**src/design/dim_map.svh**
```systemverilog
// Register offsets, field positions, reset values and code limits of the input function mapper
`ifndef DIM_MAP_SVH
`define DIM_MAP_SVH
// Register byte offsets
`define DIM_SEL_LO_OFF 12'h000
`define DIM_SEL_HI_OFF 12'h004
`define DIM_LIM_OFF 12'h008
`define DIM_RAMP_OFF 12'h00c
`define DIM_FLD_OFF 12'h010
`define DIM_MODE_OFF 12'h014
`define DIM_AN_OFF 12'h018
`define DIM_STAT_OFF 12'h01c
`define DIM_CUR_OFF 12'h020
`define DIM_RAMPO_OFF 12'h024
`define DIM_FLDO_OFF 12'h028
// Selector fields: five bits per input, input n at bit 5*(n mod 3)
`define DIM_SEL_W 5
// Selector reset codes for inputs 1..6
`define DIM_SEL_RST_LO 32'h0000_3580
`define DIM_SEL_RST_HI 32'h0000_1481
// Highest accepted function code for each release
`define DIM_CODE_MAX_NEW 5'h14
`define DIM_CODE_MAX_OLD 5'h12
// Full scale of a percentage level
`define DIM_FULL 8'h64
// Analog role codes
`define DIM_ROLE_NONE 2'h0
`define DIM_ROLE_CLIM 2'h1
`define DIM_ROLE_DEC 2'h2
// Control mode slave value
`define DIM_MODE_SLAVE 2'h3
// Reset values of the settings
`define DIM_LIM_RST 32'h0064_6464
`define DIM_RAMP_RST 32'h0000_0064
`define DIM_FLD_RST 32'h0000_0064
`define DIM_MODE_RST 32'h0000_0032
`endif

```
**src/design/dim_pkg.sv**
```systemverilog
// Types shared by the input function mapper
`default_nettype none
package dim_pkg;
  typedef logic [4:0] dim_code_t;
  typedef logic [7:0] dim_pct_t;
  typedef enum logic [1:0] {
    dim_idle_e = 2'b01,
    dim_acc_e = 2'b10
  } dim_bus_e;
endpackage
`default_nettype wire

```
**src/design/dim_mapper.sv**
```systemverilog
// Digital input function mapper and analog limit scaler behind an APB slave
// What this block does
// A full-scale external current limit with full-scale settings yields rated current capped by the hardware ceiling.
// A lower external current limit level scales the applied limit in proportion.
// With several current limit inputs the smallest resulting limit is applied.
// A full-scale decrease input leaves ramp times and field rated current unchanged.
// A lower decrease level scales ramp times and field current and lowers rounding by the same percentage.
// Decrease signals of either polarity act by their magnitude.
// With several decrease inputs the smallest value is used.
// Selectors accept codes 0 to 20 in the newer release and 0 to 18 in the older one.
// Six digital inputs each have their own function selector.
// A closed code-0 input clears the stored alarm like the two front keys together.
// Codes 1, 2 and 3 form a binary preset reference selector.
// A closed code-4 input lowers both bridge current limits by the reduction percentage.
// A closed code-5 input inverts the speed reference and auxiliary speed references.
// A closed code-6 input disables the speed loop and builds a current reference.
// Control mode value 3 gives the same slave behaviour as the code-6 input.
// In slave operation the current reference bypasses ramp and rounding.
// A closed input is a synchronised stable level that stays active while closed.
`include "dim_map.svh"
`default_nettype none
module dim_mapper #(
  parameter bit NEW_RELEASE = 1'b1
) (
  // APB slave
  input wire logic pclk,
  input wire logic presetn,
  input wire logic psel,
  input wire logic penable,
  input wire logic pwrite,
  input wire logic [11:0] paddr,
  input wire logic [31:0] pwdata,
  output logic [31:0] prdata,
  output logic pready,
  output logic pslverr,
  // Terminal board contacts and analog levels (signed percent)
  input wire logic [5:0] multifunction_digital_input,
  input wire logic [7:0] internal_analog_level_0,
  input wire logic [7:0] internal_analog_level_1,
  input wire logic [7:0] internal_analog_level_2,
  // Drive function outputs
  output logic alarm_clear,
  output logic [2:0] preset_select,
  output logic reverse_ref,
  output logic slave_mode,
  output logic speed_loop_off,
  output logic ramp_bypass,
  output logic [7:0] bridge_a_limit,
  output logic [7:0] bridge_b_limit,
  output logic [7:0] ramp_scale,
  output logic [7:0] rounding_scale,
  output logic [7:0] field_limit
);
  import dim_pkg::*;

  dim_bus_e state;
  logic [31:0] sel_lo, sel_hi, lim_reg, ramp_reg, fld_reg, mode_reg, an_reg;
  logic [5:0] s1, s2, s3;
  logic [5:0] active;

  // Three-stage synchroniser; a change counts when stages two and three agree
  // stable closed level
  always_ff @(posedge pclk or negedge presetn) begin
    if (!presetn) begin
      s1 <= 6'h00;
      s2 <= 6'h00;
      s3 <= 6'h00;
      active <= 6'h00;
    end else begin
      s1 <= multifunction_digital_input;
      s2 <= s1;
      s3 <= s2;
      active <= (s2 & s3) | (active & (s2 | s3));
    end
  end

  // one selector per input
  dim_code_t sel [6];
  logic [5:0] hit0, hit1, hit2, hit3, hit4, hit5, hit6;
  wire dim_code_t code_max = NEW_RELEASE ? `DIM_CODE_MAX_NEW : `DIM_CODE_MAX_OLD;
  genvar g;
  generate
    for (g = 0; g < 6; g++) begin : g_in
      wire [31:0] src = (g < 3) ? sel_lo : sel_hi;
      assign sel[g] = src[(g % 3) * `DIM_SEL_W +: `DIM_SEL_W];
      assign hit0[g] = active[g] && sel[g] == 5'h00;
      assign hit1[g] = active[g] && sel[g] == 5'h01;
      assign hit2[g] = active[g] && sel[g] == 5'h02;
      assign hit3[g] = active[g] && sel[g] == 5'h03;
      assign hit4[g] = active[g] && sel[g] == 5'h04;
      assign hit5[g] = active[g] && sel[g] == 5'h05;
      assign hit6[g] = active[g] && sel[g] == 5'h06;
    end
  endgenerate

  // Analog roles and polarities: an_reg[2i+1:2i] role, an_reg[8+i] positive-only
  wire [7:0] lvl [3];
  assign lvl[0] = internal_analog_level_0;
  assign lvl[1] = internal_analog_level_1;
  assign lvl[2] = internal_analog_level_2;
  dim_pct_t clim_mag [3];
  dim_pct_t dec_mag [3];
  generate
    for (g = 0; g < 3; g++) begin : g_an
      wire neg = lvl[g][7];
      wire [7:0] mag_raw = neg ? 8'(-lvl[g]) : lvl[g];
      wire dim_pct_t mag = (mag_raw > `DIM_FULL) ? `DIM_FULL : mag_raw;
      wire [1:0] role = an_reg[2 * g +: 2];
      // Positive-only polarity zeroes a negative limit signal
      wire dim_pct_t cl = (an_reg[8 + g] && neg) ? 8'h00 : mag;
      assign clim_mag[g] = (role == `DIM_ROLE_CLIM) ? cl : `DIM_FULL;
      // decrease acts on magnitude
      assign dec_mag[g] = (role == `DIM_ROLE_DEC) ? mag : `DIM_FULL;
    end
  endgenerate

  // smallest current limit
  wire dim_pct_t clim_min01 = (clim_mag[0] < clim_mag[1]) ? clim_mag[0] : clim_mag[1];
  wire dim_pct_t clim_min = (clim_min01 < clim_mag[2]) ? clim_min01 : clim_mag[2];
  // smallest decrease value
  wire dim_pct_t dec_min01 = (dec_mag[0] < dec_mag[1]) ? dec_mag[0] : dec_mag[1];
  wire dim_pct_t dec_min = (dec_min01 < dec_mag[2]) ? dec_min01 : dec_mag[2];

  // Percent product, result in percent of rated value
  function automatic dim_pct_t pmul(input dim_pct_t a, input dim_pct_t b);
    logic [15:0] p;
    // Widen before the product so that 100 x 100 does not wrap at 8 bits
    p = 16'(a) * 16'(b);
    pmul = 8'(p / 16'h0064);
  endfunction

  // lim_reg: [7:0] rated current, [15:8] bridge A, [23:16] bridge B, [31:24] ceiling
  wire dim_pct_t rated = lim_reg[7:0];
  wire dim_pct_t ceil_lim = lim_reg[31:24];
  wire dim_pct_t reduce = mode_reg[15:8];
  wire any4 = |hit4;
  // reduction percentage applies to both bridges
  wire dim_pct_t red_f = any4 ? 8'(`DIM_FULL - reduce) : `DIM_FULL;
  // rated current scaled by setting and external level
  wire dim_pct_t base_a = pmul(pmul(pmul(rated, lim_reg[15:8]), clim_min), red_f);
  wire dim_pct_t base_b = pmul(pmul(pmul(rated, lim_reg[23:16]), clim_min), red_f);
  // hardware ceiling caps the result
  wire dim_pct_t next_lim_a = (base_a > ceil_lim) ? ceil_lim : base_a;
  wire dim_pct_t next_lim_b = (base_b > ceil_lim) ? ceil_lim : base_b;
  // proportional scale of ramps, rounding and field
  wire dim_pct_t next_ramp = pmul(ramp_reg[7:0], dec_min);
  wire dim_pct_t next_round = pmul(ramp_reg[15:8], dec_min);
  wire dim_pct_t next_fld = pmul(fld_reg[7:0], dec_min);
  // control mode 3 equals the slave input
  wire next_slave = (|hit6) || (mode_reg[1:0] == `DIM_MODE_SLAVE);

  // Registered drive outputs
  always_ff @(posedge pclk or negedge presetn) begin
    if (!presetn) begin
      alarm_clear <= 1'b0;
      preset_select <= 3'h0;
      reverse_ref <= 1'b0;
      slave_mode <= 1'b0;
      speed_loop_off <= 1'b0;
      ramp_bypass <= 1'b0;
      bridge_a_limit <= 8'h00;
      bridge_b_limit <= 8'h00;
      ramp_scale <= 8'h00;
      rounding_scale <= 8'h00;
      field_limit <= 8'h00;
    end else begin
      // alarm clear while closed
      alarm_clear <= |hit0;
      // binary preset selector
      preset_select <= {|hit3, |hit2, |hit1};
      // reference reversal
      reverse_ref <= |hit5;
      // slave disables speed loop
      slave_mode <= next_slave;
      speed_loop_off <= next_slave;
      // no ramp or rounding in slave
      ramp_bypass <= next_slave;
      bridge_a_limit <= next_lim_a;
      bridge_b_limit <= next_lim_b;
      ramp_scale <= next_slave ? 8'h00 : next_ramp;
      rounding_scale <= next_slave ? 8'h00 : next_round;
      field_limit <= next_fld;
    end
  end

  // APB decode; no wait states, out-of-range selector codes refused
  wire wr = psel && penable && pwrite && state == dim_acc_e;
  wire rd_hit = paddr[11:2] <= 10'h00a && paddr[1:0] == 2'h0;
  // selector code range check
  wire sel_bad = (paddr == `DIM_SEL_LO_OFF || paddr == `DIM_SEL_HI_OFF) &&
                 (pwdata[4:0] > code_max || pwdata[9:5] > code_max ||
                  pwdata[14:10] > code_max);
  wire err = !rd_hit || (pwrite && sel_bad);
  logic [31:0] rd_mux;
  always_comb begin
    case (paddr)
      `DIM_SEL_LO_OFF: rd_mux = sel_lo;
      `DIM_SEL_HI_OFF: rd_mux = sel_hi;
      `DIM_LIM_OFF: rd_mux = lim_reg;
      `DIM_RAMP_OFF: rd_mux = ramp_reg;
      `DIM_FLD_OFF: rd_mux = fld_reg;
      `DIM_MODE_OFF: rd_mux = mode_reg;
      `DIM_AN_OFF: rd_mux = an_reg;
      `DIM_STAT_OFF: rd_mux = {20'h0, ramp_bypass, reverse_ref, slave_mode,
                               preset_select, active};
      `DIM_CUR_OFF: rd_mux = {16'h0, bridge_b_limit, bridge_a_limit};
      `DIM_RAMPO_OFF: rd_mux = {16'h0, rounding_scale, ramp_scale};
      `DIM_FLDO_OFF: rd_mux = {24'h0, field_limit};
      default: rd_mux = 32'h0;
    endcase
  end

  // Bus state and answer
  always_ff @(posedge pclk or negedge presetn) begin
    if (!presetn) begin
      state <= dim_idle_e;
      pready <= 1'b0;
      pslverr <= 1'b0;
      prdata <= 32'h0;
    end else begin
      case (state)
        dim_idle_e: begin
          pready <= 1'b0;
          pslverr <= 1'b0;
          if (psel && !penable) begin
            state <= dim_acc_e;
            pready <= 1'b1;
            pslverr <= err;
            prdata <= (pwrite || err) ? 32'h0 : rd_mux;
          end
        end
        dim_acc_e: begin
          state <= dim_idle_e;
          pready <= 1'b0;
          pslverr <= 1'b0;
        end
        default: state <= dim_idle_e;
      endcase
    end
  end

  // Register writes take effect at the access edge
  always_ff @(posedge pclk or negedge presetn) begin
    if (!presetn) begin
      sel_lo <= `DIM_SEL_RST_LO;
      sel_hi <= `DIM_SEL_RST_HI;
      lim_reg <= `DIM_LIM_RST;
      ramp_reg <= `DIM_RAMP_RST;
      fld_reg <= `DIM_FLD_RST;
      mode_reg <= `DIM_MODE_RST;
      an_reg <= 32'h0;
    end else if (wr && !pslverr) begin
      case (paddr)
        `DIM_SEL_LO_OFF: sel_lo <= {17'h0, pwdata[14:0]};
        `DIM_SEL_HI_OFF: sel_hi <= {17'h0, pwdata[14:0]};
        `DIM_LIM_OFF: lim_reg <= pwdata;
        `DIM_RAMP_OFF: ramp_reg <= {16'h0, pwdata[15:0]};
        `DIM_FLD_OFF: fld_reg <= {24'h0, pwdata[7:0]};
        `DIM_MODE_OFF: mode_reg <= {16'h0, pwdata[15:8], 6'h0, pwdata[1:0]};
        `DIM_AN_OFF: an_reg <= {21'h0, pwdata[10:0]};
        default: ;
      endcase
    end
  end
endmodule // dim_mapper
`default_nettype wire

```
**config.mk**
```make
export PLATFORM = sky130hd
export DESIGN_NAME = dim_mapper
export DESIGN_NICKNAME = d
export VERILOG_FILES = /design/src/design/dim_pkg.sv /design/src/design/dim_mapper.sv
export VERILOG_INCLUDE_DIRS = /design/src /design/src/design
export SDC_FILE = /design/constraint.sdc
export NUM_CORES = 2
export LEC_CHECK = 0
export BUFFER_PORTS_ARGS = -buffer_cell sky130_fd_sc_hd__clkbuf_2
export CAP_MARGIN = 0
export CORE_ASPECT_RATIO = 1.1
export CORE_MARGIN = 1
export CORE_UTILIZATION = 60
export DETAILED_ROUTE_END_ITERATION = 12
export GPL_TIMING_DRIVEN = 0
export PLACE_DENSITY = 0.77
export RECOVER_POWER = 25
export SLEW_MARGIN = 20
export SYNTH_ARGS = -nofsm -noshare
export SYNTH_HDL_FRONTEND = slang
export SYNTH_SLANG_ARGS = --single-unit
export TNS_END_PERCENT = 10
```
**constraint.sdc**
```tcl
create_clock -name pclk -period 55.6 [get_ports pclk]
set_clock_uncertainty 0.15 [all_clocks]
set_input_delay 8.34 -clock pclk [delete_from_list [all_inputs] [get_ports pclk]]
set_output_delay 8.34 -clock pclk [all_outputs]
set_load 0.02 [all_outputs]
```
==> summary.log <==
INFO  synth          async_flop_share=1.00
INFO  synth          synth.ff_latch_count=214
INFO  synth          post_synth_instance_area=46700µm²
INFO  setup_path     cell_with_the_biggest_individual_delay_on_the_critical_path=sky130_fd_sc_hd__mux2i_1
INFO  status         failing_checks=max-capacitance violations, max-slew violations
INFO  routing        detailroute.via_count=46400
INFO  routing        remaining_drc_errors=0
INFO  routing        drt_iter0_markers=4042
INFO  final_layout   mostFrequentLayoutCell=sky130_fd_sc_hd__inv_1
INFO  placed_design  dp_slack=18.71ns
INFO  placed_design  dpl.cell_count=7096
INFO  synth          synth_cells=5862
INFO  clocking       insertion_delay=0.58ns
INFO  global_route   grt_use_total=0.346
INFO  synth          synthesis.yosys.warnings=0
INFO  setup_path     max_stage_delay=0.73ns
INFO  final_layout   finalNetCount=6877
INFO  setup_path     timing_worst_setup_path_type=in -> reg
INFO  placed_design  gp_congestion=0.990
INFO  clocking       cts_max_path_buffers=3
INFO  clocking       post-cts-setup-buffer-count=0
INFO  sta            finalCriticalPeriod=36.94ns
INFO  floorplan      die_x=268µm
INFO  sta            postLayoutSetupSlackWorst=18.66ns
INFO  synth          synthesis.area_per_instance=7.97µm²
INFO  hold_path      worst_hold_path_type=reg -> reg
INFO  clocking       ctsHoldBuffers=0
INFO  final_layout   post_layout_nonfiller_instances=7148
INFO  floorplan      core=76500µm²
INFO  floorplan      initial_core_util=0.611
INFO  placed_design  dpl-instance-area=49100µm²
INFO  placed_design  buffer_ports.inserted=160
INFO  clocking       clock_tree_from_tritoncts=done
INFO  synth          synth.yosys.seq_area_share=0.115
INFO  setup_path     critPathRequiredTime=55.90ns
INFO  setup_path     timing.critical_path.to_type=flop
INFO  sta            fin_crit_sh=0.664
INFO  final_layout   ratio_of_cells_with_drive_above_1_in_the_final_layout=0.102
INFO  final_layout   fillerInstances=6691
INFO  clocking       cts-resized-gates=0
INFO  sta            unrepaired_setup_endpoints_after_global_routing=false
INFO  status         status=finished, violations left
INFO  clocking       cts-buffers-inserted=25
INFO  run            maxCapViolations=2
INFO  synth          post_synth_num_cell_types=144
INFO  sta            max_freq=27.1MHz
INFO  final_layout   finalInstanceArea=49900µm²
INFO  floorplan      die_h=295µm
INFO  sta            timing.final.setup_violations=0
INFO  sta            tightest_slew=4.18ns
INFO  clocking       cts.clk_slew.worst_paths=0.07ns
INFO  routing        drt_first_pass_iters=10
INFO  clocking       ctsRootBufferMaster=sky130_fd_sc_hd__clkbuf_16
INFO  global_route   grt_antenna_before_repair=13
INFO  floorplan      die_area=79000µm²
INFO  floorplan      io_pins=161
INFO  setup_path     crit_fanout=10
INFO  placed_design  place.detailed.hpwl=112000µm
INFO  sta            timing_hold_violations_final=0
INFO  routing        antenna_nets_post_route=0
INFO  sta            timing.final.max_slew_violations=127
INFO  global_route   largest_net_degree_at_the_start_of_global_routing=91
INFO  final_layout   layout_common_cells=sky130_fd_sc_hd__inv_1 (562), sky130_fd_sc_hd__nand2_1 (540), sky130_fd_sc_hd__nor2_1 (425), sky130_fd_sc_hd__ha_1 (377), sky130_fd_sc_hd__fa_1 (324)
INFO  global_route   grt_pass1_vias=43800
INFO  sta            timing.setup.tns=0ns
INFO  synth          synth-edff-count=0
INFO  final_layout   synthToLayoutAreaGrowth=6.89%
INFO  global_route   grt_overflow=0
INFO  floorplan      std_cell_rows=106
INFO  clocking       cts.sinks=214
INFO  setup_path     critical_path.startpoint_type=input pin
INFO  routing        postRouteWirelength=139000µm
INFO  global_route   global_route_wire_length_before_repair=224000µm
INFO  clocking       cts.htree.levels=1
INFO  setup_path     critPathArrivalTime=37.24ns
INFO  routing        vias_per_cell=6.49
INFO  sta            relative_slew_slack=-1.78
INFO  setup_path     timing.critical_path.mode_cell=sky130_fd_sc_hd__fa_1
INFO  routing        wl_per_cell=19.4µm
INFO  synth          dominantRegCellSynth=sky130_fd_sc_hd__dfrtp_1
-- cell type report --
type,count,area [µm²],area share
clock buffer,28,647,0.0130
sequential,214,5390,0.108
timing repair buffer,162,828,0.0166
inverter,563,2110,0.0423
tap,1026,1280,0.0257
buffer,223,926,0.0185
multi-input combinational,4908,38500,0.771
clock inverter,18,253,0.00506
antenna,6,15.0,0.000301
-- critical path, delay by kind of cell --
kind	cells	cell delay, ns
buf+inv	19	3.82
compound gates	46	12.42
simple gates	24	5.07
fa+ha+maj	15	6.28
xor+xnor	3	0.56
mux	1	0.73
-- stage by stage --
stage	hold slack [ns]	util
final	0.198	0.653
after floorplan	0.181	-
after detailed placement	0.186	0.641
after global placement	0.181	0.640
after CTS	0.194	0.653
after global routing	0.208	0.653
-- per-layer routing --
layer,track usage,vias up,share of wire
met5,0,-,0.0012
met1,0.458,22400,0.43
met3,0.0648,335,0.082
met2,0.558,1828,0.45
li1,-,21800,-
met4,0.134,21,0.044
-- final timing paths --
path / startpoint / endpoint / slack (ns) / cells after the start
min: s1[2] / s2[2] / 0.20 / 0
min reg2reg: s1[2] / s2[2] / 0.20 / 0
max in group asynchronous: presetn / lim_reg[16] / 41.99 / 2
max reg2reg: lim_reg[2] / bridge_b_limit[7] / 21.85 / 111
max: internal_analog_level_0[2] / bridge_b_limit[7] / 18.66 / 108
min in group asynchronous: presetn / ramp_scale[2] / 9.07 / 1
-- cells in the mapped netlist, drive strengths merged, types with 31 or more instances --
cell type | instances | area (µm²)
o31ai | 52 | 414
a22oi | 37 | 307
nor2b | 40 | 250
dfrtp | 187 | 4680
or2 | 48 | 300
and3 | 60 | 375
a21o | 105 | 796
o211a | 33 | 330
clkbuf | 159 | 598
a21oi | 299 | 1560
a31o | 38 | 333
nor3 | 162 | 832
and2 | 249 | 1560
mux2 | 128 | 1450
xnor2 | 152 | 1350
a221oi | 38 | 358
a222oi | 31 | 310
a22o | 51 | 448
a211o | 47 | 412
or3 | 54 | 353
fa | 324 | 6490
ha | 377 | 4720
nand4 | 50 | 313
a31oi | 82 | 562
nand2b | 66 | 413
nand2 | 542 | 2040
xor2 | 79 | 714
inv | 563 | 2110
o21a | 79 | 603
o21ai | 266 | 1360
nand3 | 175 | 881
a211oi | 86 | 733
nor2 | 429 | 1620
o211ai | 90 | 701
o22ai | 37 | 245
buf | 64 | 328
mux2i | 48 | 497
nor4 | 52 | 340
-- logic make-up (layout without fill, tap and decap cells) --
group,count (synthesis),after routing,share of synthesized area
multiplexers,176,176,0.0416
AND/OR/NAND/NOR,2007,2007,0.212
other,2,54,0.000161
AO/OA/AOI/OAI,1715,1715,0.275
XOR/XNOR,232,232,0.0447
buffers and inverters,786,994,0.0650
flip-flops,214,214,0.115
adder cells (fa/ha/maj),730,730,0.246
Power is left out: the tool's default activity adds up to more than one toggle a clock period on the data nets, which glitch-free logic cannot reach.
